$ cat config.mk
export PLATFORM = sky130hd
export DESIGN_NAME = probe_ctrl_trace
export DESIGN_NICKNAME = d
export VERILOG_FILES = /design/src/verilog/tap_walker.v /design/src/verilog/probe_ctrl_trace.v
export VERILOG_INCLUDE_DIRS = /design/src /design/src/verilog
export SDC_FILE = /design/constraint.sdc
export NUM_CORES = 1
export LEC_CHECK = 0
export BUFFER_PORTS_ARGS = -buffer_cell sky130_fd_sc_hd__buf_2
export CORE_ASPECT_RATIO = 1.75
export CORE_MARGIN = 3
export CORE_UTILIZATION = 55
export CTS_CLUSTER_DIAMETER = 80
export DETAILED_ROUTE_END_ITERATION = 8
export GPL_TIMING_DRIVEN = 0
export HOLD_SLACK_MARGIN = 0.02
export PLACE_DENSITY = 0.85
export SETUP_SLACK_MARGIN = 0.5
export SKIP_CTS_REPAIR_TIMING = 1
export SYNTH_ARGS = -nofsm -noshare
export SYNTH_HDL_FRONTEND = slang
export SYNTH_HIERARCHICAL = 1
export SYNTH_SLANG_ARGS = --single-unit
$ cat constraint.sdc
create_clock -name clk_i -period 5.8 [get_ports clk_i]
set_clock_uncertainty 0.15 [all_clocks]
set_input_delay 0.29 -clock clk_i [delete_from_list [all_inputs] [get_ports clk_i]]
set_output_delay 0.29 -clock clk_i [all_outputs]
set_load 0.01 [all_outputs]
$ cat src/verilog/probe_ctrl_defs.vh
// Constants for the debug probe control and flow trace block
`ifndef PROBE_CTRL_DEFS_VH
`define PROBE_CTRL_DEFS_VH

`define CLK_PERIOD_NS 100
`define TRACE_CLK_HALF_NS 200
`define TRACE_CLK_HALF_CYC 4'h2
`define DIV_ONE 4'h1
`define DIV_ZERO 4'h0

`define PROBE_ADDR_LO 32'hFF20_0000
`define PROBE_ADDR_HI 32'hFF2F_FFFF

`define IR_WIDTH 5
`define IR_BYPASS 5'h1F
`define IR_CAPTURE 5'h01
`define IR_CONTROL 5'h0A
`define IR_TRACE 5'h10

`define CTL_PROBE_PRESENT 15
`define CTL_PENDING 18
`define CTL_WRITE_FLAG 19
`define CTL_PERIPH_RESET 20
`define CTL_RUN 21
`define CTL_SYNC 23
`define CTL_ZERO 32'h0000_0000

`define TRACE_ABSENT 1'b0
`define RUN_RESET 1'b1
`define PC_BITS 6'h20
`define PC_LEFT_ZERO 6'h00
`define PC_LEFT_ONE 6'h01
`define STATUS_IDLE 3'h0

`define TAP_RESET 4'h0
`define TAP_RUN_IDLE 4'h1
`define TAP_SEL_DR 4'h2
`define TAP_CAP_DR 4'h3
`define TAP_SHIFT_DR 4'h4
`define TAP_EXIT1_DR 4'h5
`define TAP_PAUSE_DR 4'h6
`define TAP_EXIT2_DR 4'h7
`define TAP_UPD_DR 4'h8
`define TAP_SEL_IR 4'h9
`define TAP_CAP_IR 4'hA
`define TAP_SHIFT_IR 4'hB
`define TAP_EXIT1_IR 4'hC
`define TAP_PAUSE_IR 4'hD
`define TAP_EXIT2_IR 4'hE
`define TAP_UPD_IR 4'hF

`endif

$ cat src/verilog/tap_walker.v
// Test clock sampler and test access port state machine
`timescale 1ns/100ps
`default_nettype none
`include "probe_ctrl_defs.vh"
module tap_walker (
    input wire clk_i,
    input wire srst_i,
    input wire tck_i,
    input wire tms_i,
    input wire tdi_i,
    output reg tck_rise_o,
    output reg tck_fall_o,
    output reg tdi_o,
    output reg [3:0] state_o
);
    localparam [3:0] S_RESET = `TAP_RESET;
    localparam [3:0] S_IDLE = `TAP_RUN_IDLE;
    localparam [3:0] S_SEL_DR = `TAP_SEL_DR;
    localparam [3:0] S_CAP_DR = `TAP_CAP_DR;
    localparam [3:0] S_SHIFT_DR = `TAP_SHIFT_DR;
    localparam [3:0] S_EXIT1_DR = `TAP_EXIT1_DR;
    localparam [3:0] S_PAUSE_DR = `TAP_PAUSE_DR;
    localparam [3:0] S_EXIT2_DR = `TAP_EXIT2_DR;
    localparam [3:0] S_UPD_DR = `TAP_UPD_DR;
    localparam [3:0] S_SEL_IR = `TAP_SEL_IR;
    localparam [3:0] S_CAP_IR = `TAP_CAP_IR;
    localparam [3:0] S_SHIFT_IR = `TAP_SHIFT_IR;
    localparam [3:0] S_EXIT1_IR = `TAP_EXIT1_IR;
    localparam [3:0] S_PAUSE_IR = `TAP_PAUSE_IR;
    localparam [3:0] S_EXIT2_IR = `TAP_EXIT2_IR;
    localparam [3:0] S_UPD_IR = `TAP_UPD_IR;

    reg tck_s1, tck_s2, tck_s3;
    reg tms_s1, tms_s2;
    reg tdi_s1, tdi_s2;
    reg [3:0] next_state;

    // Pins pass two flops before use; third tck flop finds edges
    always @(posedge clk_i) begin
        if (srst_i) begin
            tck_s1 <= 1'b0;
            tck_s2 <= 1'b0;
            tck_s3 <= 1'b0;
            tms_s1 <= 1'b1;
            tms_s2 <= 1'b1;
            tdi_s1 <= 1'b0;
            tdi_s2 <= 1'b0;
        end else begin
            tck_s1 <= tck_i;
            tck_s2 <= tck_s1;
            tck_s3 <= tck_s2;
            tms_s1 <= tms_i;
            tms_s2 <= tms_s1;
            tdi_s1 <= tdi_i;
            tdi_s2 <= tdi_s1;
        end
    end

    always @* begin
        case (state_o)
            S_RESET: next_state = tms_s2 ? S_RESET : S_IDLE;
            S_IDLE: next_state = tms_s2 ? S_SEL_DR : S_IDLE;
            S_SEL_DR: next_state = tms_s2 ? S_SEL_IR : S_CAP_DR;
            S_CAP_DR: next_state = tms_s2 ? S_EXIT1_DR : S_SHIFT_DR;
            S_SHIFT_DR: next_state = tms_s2 ? S_EXIT1_DR : S_SHIFT_DR;
            S_EXIT1_DR: next_state = tms_s2 ? S_UPD_DR : S_PAUSE_DR;
            S_PAUSE_DR: next_state = tms_s2 ? S_EXIT2_DR : S_PAUSE_DR;
            S_EXIT2_DR: next_state = tms_s2 ? S_UPD_DR : S_SHIFT_DR;
            S_UPD_DR: next_state = tms_s2 ? S_SEL_DR : S_IDLE;
            S_SEL_IR: next_state = tms_s2 ? S_RESET : S_CAP_IR;
            S_CAP_IR: next_state = tms_s2 ? S_EXIT1_IR : S_SHIFT_IR;
            S_SHIFT_IR: next_state = tms_s2 ? S_EXIT1_IR : S_SHIFT_IR;
            S_EXIT1_IR: next_state = tms_s2 ? S_UPD_IR : S_PAUSE_IR;
            S_PAUSE_IR: next_state = tms_s2 ? S_EXIT2_IR : S_PAUSE_IR;
            S_EXIT2_IR: next_state = tms_s2 ? S_UPD_IR : S_SHIFT_IR;
            S_UPD_IR: next_state = tms_s2 ? S_SEL_DR : S_IDLE;
            default: next_state = S_RESET;
        endcase
    end

    // State advances just after the rise pulse, so users see the state it hit
    always @(posedge clk_i) begin
        if (srst_i) begin
            state_o <= S_RESET;
            tck_rise_o <= 1'b0;
            tck_fall_o <= 1'b0;
            tdi_o <= 1'b0;
        end else begin
            tck_rise_o <= tck_s2 & ~tck_s3;
            tck_fall_o <= ~tck_s2 & tck_s3;
            tdi_o <= tdi_s2;
            if (tck_rise_o) begin
                state_o <= next_state;
            end
        end
    end
endmodule
`default_nettype wire

$ cat src/verilog/probe_ctrl_trace.v
// Debug probe control register upper half and flow trace mode
//
// Behaviour
// - Processor access to the probe address range sets the pending flag while the probe present bit is set and sync is clear.
// - Write flag reads 1 for a pending write, 0 for a pending read.
// - Peripheral reset request holds all peripherals, not debug logic, in reset.
// - Run bit shows processor clock running at capture; resets to 1.
// - Sync bit stalls the last read's completion until trace mode is active.
// - Sync accepts 1 only with a pending clear ending a read.
// - Sync clears itself when trace mode is entered.
// - Writing 0 to sync clears it and acknowledges the stalled read.
// - Without trace support sync is read-only zero.
// - Trace output length field always reads 00.
// - Bit 22 reads 0 and ignores writes.
// - Trace mode starts once trace instruction is loaded and state is idle.
// - In trace mode the data-out pin emits non-sequential program counters.
// - In trace mode status pins show the execution type code.
// - Debug exception ends trace mode and loads the bypass instruction.
// - Access logic uses bus clock; test controller logic follows test clock.
`timescale 1ns/100ps
`default_nettype none
`include "probe_ctrl_defs.vh"
module probe_ctrl_trace (
    input wire clk_i,
    input wire srst_i,
    input wire tck_i,
    input wire tms_i,
    input wire tdi_i,
    output reg tdo_o,
    output reg tdo_oe_o,
    output reg trace_clk_o,
    output reg [2:0] trace_status_o,
    input wire cpu_req_i,
    input wire [31:0] cpu_addr_i,
    input wire cpu_write_i,
    output reg cpu_ack_o,
    input wire cpu_clk_running_i,
    input wire debug_exc_i,
    input wire pc_valid_i,
    input wire [31:0] pc_i,
    input wire [2:0] pc_status_i,
    output reg periph_reset_o,
    output reg trace_mode_o
);
    wire tck_rise;
    wire tck_fall;
    wire tdi_s;
    wire [3:0] tap_state;

    reg [`IR_WIDTH-1:0] ir;
    reg [`IR_WIDTH-1:0] ir_shift;
    reg [31:0] dr;
    reg [31:0] capture_word;
    reg processor_access_pending;
    reg access_write_flag;
    reg peripheral_reset_request;
    reg probe_present;
    reg sync_hold;
    reg run_state;
    reg flow_trace_mode;
    reg next_trace_mode;
    reg [3:0] div_cnt;
    reg [31:0] pc_shift;
    reg [5:0] pc_left;
    reg trace_bit;

    wire ctl_sel = (ir == `IR_CONTROL);
    wire ctl_update = tck_rise & (tap_state == `TAP_UPD_DR) & ctl_sel;
    wire in_range = (cpu_addr_i >= `PROBE_ADDR_LO) & (cpu_addr_i <= `PROBE_ADDR_HI);
    wire access_set = cpu_req_i & in_range & probe_present & ~processor_access_pending
        & ~sync_hold;
    wire access_clear = ctl_update & ~dr[`CTL_PENDING] & processor_access_pending;
    wire sync_accept = access_clear & ~access_write_flag & dr[`CTL_SYNC] & ~`TRACE_ABSENT;
    wire trace_entry = next_trace_mode & ~flow_trace_mode;
    wire sync_zero = ctl_update & ~dr[`CTL_SYNC] & sync_hold;
    wire div_wrap = (div_cnt == `DIV_ZERO);
    wire trace_fall = probe_present & div_wrap & trace_clk_o;

    tap_walker u_tap (
        .clk_i(clk_i),
        .srst_i(srst_i),
        .tck_i(tck_i),
        .tms_i(tms_i),
        .tdi_i(tdi_i),
        .tck_rise_o(tck_rise),
        .tck_fall_o(tck_fall),
        .tdi_o(tdi_s),
        .state_o(tap_state)
    );

    // Control word seen by the probe; unlisted bits stay zero
    always @* begin
        capture_word = `CTL_ZERO;
        capture_word[`CTL_PROBE_PRESENT] = probe_present;
        capture_word[`CTL_PENDING] = processor_access_pending;
        capture_word[`CTL_WRITE_FLAG] = access_write_flag;
        capture_word[`CTL_PERIPH_RESET] = peripheral_reset_request;
        capture_word[`CTL_RUN] = run_state;
        capture_word[`CTL_SYNC] = sync_hold & ~`TRACE_ABSENT;
    end

    // Trace mode is held only while the trace instruction stays loaded
    always @* begin
        if (debug_exc_i || ir != `IR_TRACE || `TRACE_ABSENT) begin
            next_trace_mode = 1'b0;
        end else if (tap_state == `TAP_RUN_IDLE) begin
            next_trace_mode = 1'b1;
        end else begin
            next_trace_mode = flow_trace_mode;
        end
    end

    // Instruction and data register paths, stepped by test clock edges
    always @(posedge clk_i) begin
        if (srst_i) begin
            ir <= `IR_BYPASS;
            ir_shift <= `IR_CAPTURE;
            dr <= `CTL_ZERO;
        end else if (debug_exc_i) begin
            ir <= `IR_BYPASS;
        end else if (tck_rise) begin
            case (tap_state)
                `TAP_RESET: ir <= `IR_BYPASS;
                `TAP_CAP_IR: ir_shift <= `IR_CAPTURE;
                `TAP_SHIFT_IR: ir_shift <= {tdi_s, ir_shift[`IR_WIDTH-1:1]};
                `TAP_UPD_IR: ir <= ir_shift;
                `TAP_CAP_DR: dr <= ctl_sel ? capture_word : `CTL_ZERO;
                `TAP_SHIFT_DR: begin
                    if (ctl_sel) begin
                        dr <= {tdi_s, dr[31:1]};
                    end else begin
                        dr <= {{31{1'b0}}, tdi_s};
                    end
                end
                default: dr <= dr;
            endcase
        end
    end

    // Processor access handshake and control bits on the bus clock
    always @(posedge clk_i) begin
        if (srst_i) begin
            processor_access_pending <= 1'b0;
            access_write_flag <= 1'b0;
            peripheral_reset_request <= 1'b0;
            probe_present <= 1'b0;
            sync_hold <= 1'b0;
            run_state <= `RUN_RESET;
            cpu_ack_o <= 1'b0;
            periph_reset_o <= 1'b0;
        end else begin
            run_state <= cpu_clk_running_i;
            // A clear wins; a new access in the same cycle is dropped, as set needs pending low
            processor_access_pending <= access_set
                | (processor_access_pending & ~access_clear);
            if (access_set) begin
                access_write_flag <= cpu_write_i;
            end
            if (ctl_update) begin
                peripheral_reset_request <= dr[`CTL_PERIPH_RESET];
                probe_present <= dr[`CTL_PROBE_PRESENT];
            end
            periph_reset_o <= peripheral_reset_request;
            if (sync_accept) begin
                sync_hold <= 1'b1;
            end else if (trace_entry || sync_zero) begin
                sync_hold <= 1'b0;
            end
            cpu_ack_o <= (access_clear & ~sync_accept)
                | (sync_hold & (trace_entry | sync_zero));
        end
    end

    // Trace clock divider and program counter serialiser
    always @(posedge clk_i) begin
        if (srst_i) begin
            div_cnt <= `DIV_ZERO;
            trace_clk_o <= 1'b0;
            pc_shift <= `CTL_ZERO;
            pc_left <= `PC_LEFT_ZERO;
            trace_bit <= 1'b0;
        end else begin
            // A high half runs to its end before the clock parks low
            if (!probe_present && !trace_clk_o) begin
                div_cnt <= `DIV_ZERO;
                trace_clk_o <= 1'b0;
            end else if (div_wrap) begin
                div_cnt <= `TRACE_CLK_HALF_CYC - `DIV_ONE;
                trace_clk_o <= ~trace_clk_o;
            end else begin
                div_cnt <= div_cnt - `DIV_ONE;
            end
            if (!flow_trace_mode) begin
                pc_left <= `PC_LEFT_ZERO;
                trace_bit <= 1'b0;
            end else if (pc_left == `PC_LEFT_ZERO && pc_valid_i) begin
                pc_shift <= pc_i;
                pc_left <= `PC_BITS;
            end else if (trace_fall && pc_left != `PC_LEFT_ZERO) begin
                trace_bit <= pc_shift[0];
                pc_shift <= {1'b0, pc_shift[31:1]};
                pc_left <= pc_left - `PC_LEFT_ONE;
            end else if (trace_fall) begin
                trace_bit <= 1'b0;
            end
        end
    end

    // Pin drivers and trace mode state
    always @(posedge clk_i) begin
        if (srst_i) begin
            flow_trace_mode <= 1'b0;
            trace_mode_o <= 1'b0;
            trace_status_o <= `STATUS_IDLE;
            tdo_o <= 1'b0;
            tdo_oe_o <= 1'b0;
        end else begin
            flow_trace_mode <= next_trace_mode;
            trace_mode_o <= flow_trace_mode;
            trace_status_o <= flow_trace_mode ? pc_status_i : `STATUS_IDLE;
            tdo_oe_o <= flow_trace_mode | (tap_state == `TAP_SHIFT_DR)
                | (tap_state == `TAP_SHIFT_IR);
            if (flow_trace_mode) begin
                tdo_o <= trace_bit;
            end else if (tck_fall && tap_state == `TAP_SHIFT_IR) begin
                tdo_o <= ir_shift[0];
            end else if (tck_fall && tap_state == `TAP_SHIFT_DR) begin
                tdo_o <= dr[0];
            end
        end
    end
endmodule
`default_nettype wire

==> summary.md, run 1 <==
| Metric | Value |
|---|---|
| CP endpoint kind | `flip-flop` |
| Critical Path Fanout Max | `10` |
| Largest stage delay on the critical path | `approximately 0.37 ns` |
| Root Driver | `clkbuf_16` |
| Leak pwr | `between 2 and 2.5 nW` |
| Placed Instances | `around 640` |
| Final setup viols | `0` |
| Die ar. | `between 0.009 and 0.01 sq mm` |
| Number of buffers created by CTS | `17` |
| HP Start | `srst_i` |
| Startpoint types | `flip-flop` |
| Die outline width | `roughly 76 um` |
| Unrepaired setup endpoints after global routing | `false` |
| Iter 0 DRT Violations | `278` |
| Row Count | `43` |
| GRT Util Overall | `0.2376` |
| HP Class | `in2reg` |
| Register area share after synthesis | `0.4918` |
| Fmax | `0.3926 GHz` |
| Synthesized net count | `about 540` |
| Routed wire per std cell | `16.26 um` |
| Pwr dens | `between 300 and 400 mW/mm^2` |
| Netlist cell types | `61` |
| EDFF count, synth | `0` |
| Vias in the first global route | `slightly below 4000` |
| CP required | `~6.0 ns` |
| DP HPWL | `7363 um` |
| Reg clk slew, reported paths | `about 0.05 ns` |
| Nets | `634` |
| Layout cells sized above 1 | `0.2081` |
| Final core occ | `0.7240` |
| CP top delay family | `buffers and inverters` |
| Total grt overflow | `0` |
| Post-Syn Instances | `roughly 460` |
| Largest net degree at the start of global routing | `17` |
| Routability Congestion | `between 0.8 and 0.9` |
| Worst path cell trace | `inv_1 -> ha_1 -> nor4bb_1 -> clkbuf_1 -> o2111ai_1 -> nand2_1 -> clkbuf_1 -> o221a_1` |
| Fin Setup TNS | `0 ns` |
| Rel. slew slack | `0.5693` |
| Height of the die | `between 100 and 150 um` |
| Tmin final | `2.547 ns` |
| CP max stage cell | `clkbuf_1` |
| H-tree depth | `4` |
| Endpoints failing hold | `0` |
| Final Max Tran Viols | `0` |
| Initial antenna violation count | `0` |
| Max-cap violations | `0` |
| Fin area | `around 0.0059 sq mm` |
| DR vias | `4014` |
| DRT Wirelength | `11040 um` |
| CP Class | `reg2reg` |
| Fin cells | `slightly below 700` |
| WHS | `just under 0.09 ns` |
| Actual slew at the worst max-slew pin | `roughly 0.64 ns` |
| Asr flop ratio synth | `0` |
| Clock tree buffer depth | `2` |
| DRC | `0` |
| FF+latch count, synth | `around 120` |
| Most frequent cells in the layout | `dfxtp_1, buf_2, nor2_1` |
| Core Footprint | `0.008124 sq mm` |
| Worst r2r src | `div_cnt[0]` |
| Warnings from Yosys | `6` |
| Global-route wire length before repair | `approximately 18000 um` |
| Initial core utilization | `0.5762` |
| Diode count | `0` |
| CP Launch Point | `div_cnt[0]` |
| CP arrival | `between 2 and 3 ns` |
| Top-Level Pins | `86` |
| Status | `complete, no violations` |
| # clock sinks | `115` |
| Area after DPL | `0.005146 sq mm` |
| Synth Flop Type | `dfxtp_1` |
| Most common cell after layout, fill and taps aside | `dfxtp_1` |
| Cell mode on critical path | `clkbuf_1` |
| Drt first pass iters | `5` |
| Final Cycle Share | `0.4391` |
| Synthesized area | `0.004681 sq mm` |
| Layout area overhead | `25.66%` |
| CP Buf/Inv Count | `3` |
| Mean Syn Cell Area | `~10 sq um` |
| DRT antenna net count | `0` |
| Clk Latency, worst-skew pair | `0.41 ns` |
| Port bufs | `between 60 and 70` |
| Via/cell ratio | `around 6` |
| CTS tree | `built` |
| VDD IR max | `roughly 0.00026 V` |
[cell families (layout without fill, tap and decap cells)]
family	Yosys count	count (layout)	share of synthesized area
compound gates	142	142	0.2563
simple gates	134	134	0.1636
flops	115	115	0.4918
buf+inv	50	155	0.04331
mux	11	11	0.02379
xor+xnor	7	7	0.01310
fa+ha+maj	3	3	0.008020
[sequential cells by signal (all words and copies together) (netlist names), 3 cells and up]
register / cells
div_cnt: 4
dr: 32
ir: 5
ir_shift: 5
pc_left: 6
pc_shift: 32
trace_status_o: 3
u_tap/state_o: 4
[cells in the mapped netlist, types with 4 or more instances]
master	count	area share
nor2b_1	11	0.015
a21oi_1	6	0.0064
inv_1	10	0.0080
nor2_1	51	0.041
nor3_1	4	0.0043
nor3b_1	4	0.0064
or3b_1	4	0.0075
o21a_1	31	0.050
mux2i_1	10	0.021
o2bb2ai_1	6	0.011
xnor2_1	4	0.0075
or2_2	4	0.0053
dfxtp_1	115	0.49
buf_2	9	0.0096
nand2_1	11	0.0088
nand4_1	9	0.012
a211oi_1	6	0.0096
a22oi_1	29	0.047
o221a_1	31	0.075
or4b_1	6	0.013
clkbuf_1	27	0.022
o22a_1	5	0.0094
[metrics by stage]
stage                     setup WS (ns)  power [mW]
final                             3.253       1.996
after global routing              2.970       2.051
after CTS                         3.244       2.001
after detailed placement          3.288      0.8666
after global placement            3.385      0.8651
after floorplan                   3.664      0.8388
[cell type report]
type	count	area, sq um
sequential	115	2302
fill	556	2242
multi-input combinational	297	2176
clock buffer	23	508.0
timing repair buffer	73	405.4
buffer	38	157.7
clock inverter	9	147.6
tap	112	140.1
inverter	12	45.04
[layer usage]
metal | GRT usage | routed length (um)
met1 | 0.2548 | 4288
met2 | 0.3979 | 5790
met3 | 0.08477 | 633
met4 | 0.1205 | 325
met5 | 0 | 0
[path summary, 6_finish.rpt]
path	cells past startpoint	end	slack, ns
max	8	pc_shift[1]	3.25
min	2	u_tap/tck_s3	0.09
max reg2reg	8	pc_shift[1]	3.25
min reg2reg	1	u_tap/tck_fall_o	0.27
[worst register-to-register path, stage by stage (launching register included)]
cell and delay, ns:
dfxtp_1 0.32, inv_1 0.06, ha_1 0.19, nor4bb_1 0.28, clkbuf_1 0.30, o2111ai_1 0.32, nand2_1 0.22, clkbuf_1 0.37
o221a_1 0.27
[power breakdown]
group          internal [mW]  total [mW]  switching [mW]
combinational         0.0306      0.0594          0.0288
clock                  0.784        1.14           0.357
sequential             0.794       0.796         0.00196
Note: power is estimated with default switching activity, not from simulation.
==> inputs of run 2 (changes only) <==
Settings changed: ABC_AREA from default to 1, CORE_UTILIZATION 55 to 51, PLACE_DENSITY 0.85 to 0.82.
Clock period 5.8 ns to 2.2 ns, I/O delays scaled along.
==> run 2 against run 1 <==
Largest cell class is now multi-input combinational cells. Clock-buffer cell count shrank 2. Total power increased to 2.5 times the previous value. Sequential power rose to 2.6 times the previous value. Critical path type unchanged. First-iteration DRC count up 90%. Clock power up 140%. Area after synthesis rose by 17%. Flip-flop and latch count unchanged. Fmax rose by 36%. Combinational power rose to 4.8 times the previous value.
==> summary.md, run 2 <==
| Metric | Value |
|---|---|
| Register area share after synthesis | `0.4203` |
| Top cells by area, synth | `dfxtp_1, nand2_1, nor2_1` |
| Rel. slew slack | `0.5647` |
| Synthesized net count | `a little under 900` |
| Top-Level Pins | `86` |
| DR vias | `between 6000 and 7000` |
| DRT Wirelength | `roughly 19000 um` |
| Reg2Reg Setup Slack | `approximately 0.33 ns` |
| Synthesized area | `around 0.0055 sq mm` |
| Global-route wire length before repair | `about 22000 um` |
| Routability Congestion | `0.8488` |
| Final Cycle Share | `0.8521` |
| Actual slew at the worst max-slew pin | `about 0.65 ns` |
| Leak pwr | `between 3 and 4 nW` |
| Synth Flop Type | `dfxtp_1` |
| Pwr dens | `~660 mW/mm^2` |
| Worst Slack Setup Final | `between 0.3 and 0.4 ns` |
| DRC | `0` |
| Total Power | `5.066 mW` |
| Worst r2r src | `pc_left[0]` |
| Clk Latency, worst-skew pair | `around 0.42 ns` |
| Met1 global-route usage | `0.2140` |
| VDD IR max | `between 0.0006 and 0.0007 V` |
| Iter 0 DRT Violations | `roughly 530` |
| GRT Util Overall | `0.2196` |
| Largest net degree at the start of global routing | `17` |
| Max-cap violations | `0` |
| CP arrival | `roughly 2.0 ns` |
| Unrepaired setup endpoints after global routing | `true` |
| Warnings from Yosys | `6` |
| Fin Setup TNS | `0 ns` |
| Tmin final | `between 1.5 and 2 ns` |
| Clock share of power | `0.530` |
| Routed wire per std cell | `17.09 um` |
| CP required | `between 2 and 2.5 ns` |
| Via/cell ratio | `approximately 5.7` |
| Root Driver | `clkbuf_16` |
| Layout cells sized above 1 | `0.2503` |
| Clock tree buffer depth | `2` |
| Total grt overflow | `0` |
| Hold depth | `3` |
| Sequential share of power | `0.414` |
| Largest regs | `dr (32), pc_shift (32), pc_left (6)` |
| NetSw | `~1.1 mW` |
| HP Class | `in2reg` |
| Port bufs | `65` |
| EDFF count, synth | `0` |
| Leading cell types by count after synthesis | `nand2_1, dfxtp_1, nor2_1` |
| Status | `complete, no violations` |
| Core Footprint | `0.01036 sq mm` |
| Cell accounting for the most synthesized area | `dfxtp_1` |
| Fin area | `roughly 0.0076 sq mm` |
| Critical Path Fanout Max | `10` |
| Number of buffers created by CTS | `17` |
| Post-Syn Instances | `around 790` |
| Area after DPL | `roughly 0.0060 sq mm` |
| Most frequent cells in the layout | `nand2_1, dfxtp_1, nor2_1` |
| CTS tree | `built` |
| H-tree depth | `4` |
| Row Count | `49` |
| GR Layer Usage met3 | `0.05485` |
| Netlist cell types | `39` |
| HP Start | `srst_i` |
| Fin cells | `about 1100` |
| Endpoints failing hold | `0` |
| CP endpoint kind | `flip-flop` |
| Drt first pass iters | `7` |
| Height of the die | `143.1 um` |
| Layout area overhead | `39.38%` |
| Gate power share | `0.056` |
| Pint | `3.940 mW` |
| FF+latch count, synth | `115` |
| Vias in the first global route | `5046` |
| Asr flop ratio synth | `0` |
| Switch share | `0.2223` |
| Setup WS pre-CTS | `between 0.2 and 0.3 ns` |
| Most common cell in the netlist | `nand2_1` |
| Die ar. | `roughly 0.012 sq mm` |
| Initial antenna violation count | `0` |
| WHS Endpoint | `u_tap/tdi_s2` |
| Mean Syn Cell Area | `between 6 and 7 sq um` |
| Die outline width | `~84 um` |
| Final Max Tran Viols | `0` |
| Worst R2R Path Depth | `8` |
| Most common cell after layout, fill and taps aside | `nand2_1` |
| Startpoint types | `flip-flop` |
| Gr busiest metal | `met2` |
| Placed Instances | `around 980` |
| DRT antenna net count | `0` |
| Reg clk slew, reported paths | `around 0.050 ns` |
| Diode count | `0` |
| # clock sinks | `approximately 120` |
| Fmax | `about 0.53 GHz` |
| Share of the synthesized area in the top cell type | `0.4203` |
| Final setup viols | `0` |
| Met2 usage | `0.4267` |
| CP Class | `reg2reg` |
| Nets | `1035` |
| Worst r2r dst | `pc_shift[13]` |
| Initial core utilization | `0.5287` |
| DP HPWL | `just over 9000 um` |
==> run 2: critical path, stage by stage (launching register included) <==
cell and delay, ns:
dfxtp_1 0.32, inv_2 0.11, ha_4 0.16, nand3_4 0.12
nor2_4 0.22, nand2_4 0.13, buf_4 0.21, a21oi_1 0.23
nor2_1 0.09
==> run 2: layout make-up <==
| cell class | count | area (sq um) |
|---|---|---|
| flip-flops and latches | 115 | 2320 |
| plain buffers | 35 | 291.5 |
| repair buffers | 150 | 1135 |
| inverters | 61 | 231.5 |
| multi-input cells | 575 | 2929 |
| fillers | 643 | 2726 |
| well taps | 127 | 158.9 |
| clock buffers | 21 | 460.4 |
| clock inverters | 10 | 108.9 |
==> run 2: how the worst max path moves through the flow <==
| stage | endpoint | startpoint | cells after the start | slack (ns) |
|---|---|---|---|---|
| 2_1_floorplan | pc_shift[10] | div_cnt[0] | 8 | 0.57 |
| 3_3_place_gp | pc_shift[6] | div_cnt[0] | 8 | 0.29 |
| 3_5_place_dp | pc_shift[8] | div_cnt[0] | 8 | 0.28 |
| 4_1_cts | pc_shift[10] | div_cnt[0] | 8 | 0.25 |
| 5_1_grt | pc_shift[9] | div_cnt[1] | 10 | 0.30 |
| 6_report | pc_shift[13] | pc_left[0] | 8 | 0.33 |
==> run 2: metrics by stage <==
step	hold WS, ns	util
CTS	-0.2719	0.6304
detailed placement	0.1493	0.5754
global placement	0.1441	0.5754
floorplan	0.02244	-
finish	0.09113	0.7369
global route	0.1266	0.7369
==> run 2: cell families (layout without fill, tap and decap cells) <==
logic type,after synthesis,count (layout),share of synthesized area
adder cells (fa/ha/maj),3,3,0.006853
XOR/XNOR,4,4,0.006397
AND/OR/NAND/NOR,452,453,0.3614
AO/OA/AOI/OAI,115,115,0.1277
flip-flops,115,115,0.4203
buffers and inverters,96,277,0.07743
==> run 2: metal layers <==
| metal | vias to the layer above | routed length (um) |
|---|---|---|
| met5 | - | 0 |
| li1 | 2861 | - |
| met4 | 0 | 1158 |
| met1 | 2839 | 6314 |
| met3 | 130 | 1196 |
| met2 | 366 | 10030 |
==> run 2: power groups by stage <==
stage | Combinational (mW) | Clock [mW] | Sequential [mW]
after global placement | 0.167 | 0 | 2.14
after detailed placement | 0.169 | 0 | 2.14
after global routing | 0.302 | 2.79 | 2.10
final | 0.285 | 2.69 | 2.10
after CTS | 0.171 | 2.67 | 2.10
after floorplan | 0.0915 | 0 | 2.14
==> inputs of run 3 (changes only) <==
Settings changed: CORE_MARGIN 3 to 10, RECOVER_POWER from default to 50.
==> run 3 against run 2 <==
Via count is 3.6% lower. Combinational power barely moved. Wire length down 4.4%. Clock power increased by 2%. Total power rose by 1.1%. Design area fell by 1.4%. Register-to-register slack lost 0.05 ns. Flip-flop and latch count unchanged. Non-clock buffer count shrank 6. Worst hold slack better by 0.0079 ns. Global-route usage down 4.4 points. Highest routed layer unchanged.
==> summary.md, run 3 (same netlist as run 2, synthesis figures left out) <==
| Metric | Value |
|---|---|
| Status | `complete, no violations` |
| CP endpoint kind | `flip-flop` |
| Core Footprint | `roughly 0.011 sq mm` |
| Tmin final | `approximately 1.9 ns` |
| Row Count | `50` |
| Startpoint types | `flip-flop` |
| Port bufs | `65` |
| Initial core utilization | `0.5151` |
| Via/cell ratio | `roughly 5.5` |
| GRT Util Overall | `0.1760` |
| Rel. slew slack | `0.6129` |
| Actual slew at the worst max-slew pin | `0.5806 ns` |
| CP arrival | `about 2.1 ns` |
| Iter 0 DRT Violations | `492` |
| Final setup viols | `0` |
| Fmax | `~0.52 GHz` |
| CP required | `about 2.4 ns` |
| Layout area overhead | `37.37%` |
| Endpoints failing hold | `0` |
| Routed wire per std cell | `around 16 um` |
| HP Class | `in2reg` |
| Root Driver | `clkbuf_16` |
| DP HPWL | `~9800 um` |
| Nets | `~1000` |
| Drt first pass iters | `5` |
| # clock sinks | `about 120` |
| Top-Level Pins | `86` |
| Die ar. | `0.01545 sq mm` |
| DRC | `0` |
| Vias in the first global route | `5030` |
| Final Cycle Share | `0.8738` |
| Final Max Tran Viols | `0` |
| Diode count | `0` |
| Largest net degree at the start of global routing | `17` |
| Max-cap violations | `0` |
| Most frequent cells in the layout | `nand2_1, dfxtp_1, nor2_1` |
| Fillers | `723` |
| Layout cells sized above 1 | `0.2245` |
| Clk Latency, worst-skew pair | `~0.42 ns` |
| Height of the die | `between 150 and 200 um` |
| CTS tree | `built` |
| Reg clk slew, reported paths | `around 0.060 ns` |
| H-tree depth | `4` |
| DRT Wirelength | `17870 um` |
| CP Class | `reg2reg` |
| DR vias | `about 6000` |
| Clock tree buffer depth | `2` |
| Total Power | `slightly above 5 mW` |
| Largest regs | `dr (32), pc_shift (32), pc_left (6)` |
| Fin Setup TNS | `0 ns` |
| WHS | `just under 0.1 ns` |
| Leak pwr | `3.353 nW` |
| Routability Congestion | `around 0.85` |
| Unrepaired setup endpoints after global routing | `true` |
| Critical Path Fanout Max | `6` |
| Pwr dens | `around 680 mW/mm^2` |
| Number of buffers created by CTS | `17` |
| Total grt overflow | `0` |
| VDD IR max | `0.0006498 V` |
| Most common cell after layout, fill and taps aside | `nand2_1` |
| Initial antenna violation count | `0` |
| Global-route wire length before repair | `~23000 um` |
| DRT antenna net count | `0` |
| Die outline width | `98.34 um` |
run 3: changes by cell type in the layout (fill, tap and decap cells not counted), sizes merged:
cell | previous run | this run
clkinvlp | 2 | 7
nand2 | 269 | 270
buf | 119 | 104
clkbuf | 33 | 43
nand3 | 37 | 36
clkinv | 7 | 4
inv | 60 | 62
dlygate4sd3 | 54 | 50
run 3: layout make-up:
cell class | instances | area (sq um) | area share
clock buffer | 18 | 439.2 | 0.05836
multi-input combinational | 575 | 2848 | 0.3784
timing repair buffer | 144 | 1070 | 0.1422
tap | 130 | 162.7 | 0.02162
buffer | 35 | 294.0 | 0.03908
inverter | 61 | 234.0 | 0.03109
sequential | 115 | 2321 | 0.3084
clock inverter | 14 | 156.4 | 0.02078
run 3: worst paths after layout:
| path | cells after the start | slack, ns | startpoint | end |
|---|---|---|---|---|
| setup reg to reg | 10 | 0.28 | div_cnt[0] | pc_shift[5] |
| hold / removal | 3 | 0.1 | srst_i | u_tap/tck_s1 |
| hold reg to reg | 2 | 0.25 | u_tap/tdi_s1 | u_tap/tdi_s2 |
| setup / recovery | 10 | 0.28 | div_cnt[0] | pc_shift[5] |
run 3: layer usage:
| metal | track usage | share of wire | vias up |
|---|---|---|---|
| met5 | 0 | 0 | - |
| met4 | 0.08568 | 0.062 | 0 |
| met3 | 0.05312 | 0.061 | 109 |
| met2 | 0.3300 | 0.53 | 298 |
| met1 | 0.1684 | 0.34 | 2724 |
| li1 | - | - | 2841 |
run 3: power breakdown:
group	switching (mW)	internal [mW]
registers	0.00592	2.09
clock network	1.04	1.70
logic	0.138	0.145
run 3: metrics by stage:
| step | utilization | cells | instance area (sq um) | setup slack, ns |
|---|---|---|---|---|
| 3_3_place_gp | 0.5609 | 980 | 5966 | 0.2342 |
| 6_report | 0.7075 | 1092 | 7525 | 0.2776 |
| 2_1_floorplan | - | 785 | 5478 | 0.5706 |
| 3_5_place_dp | 0.5609 | 980 | 5966 | 0.2276 |
| 5_1_grt | 0.7075 | 1092 | 7525 | 0.1858 |
| 4_1_cts | 0.6169 | 1012 | 6561 | 0.1803 |
run 3: critical path, cell delays in order, from the launching register on:
cell,delay (ns)
dfxtp_2,0.33
inv_2,0.07
ha_4,0.15
nand3_4,0.09
nor2_4,0.19
nand3_4,0.17
buf_6,0.21
buf_2,0.15
nand3b_1,0.10
nand2_1,0.06
nor2_1,0.17
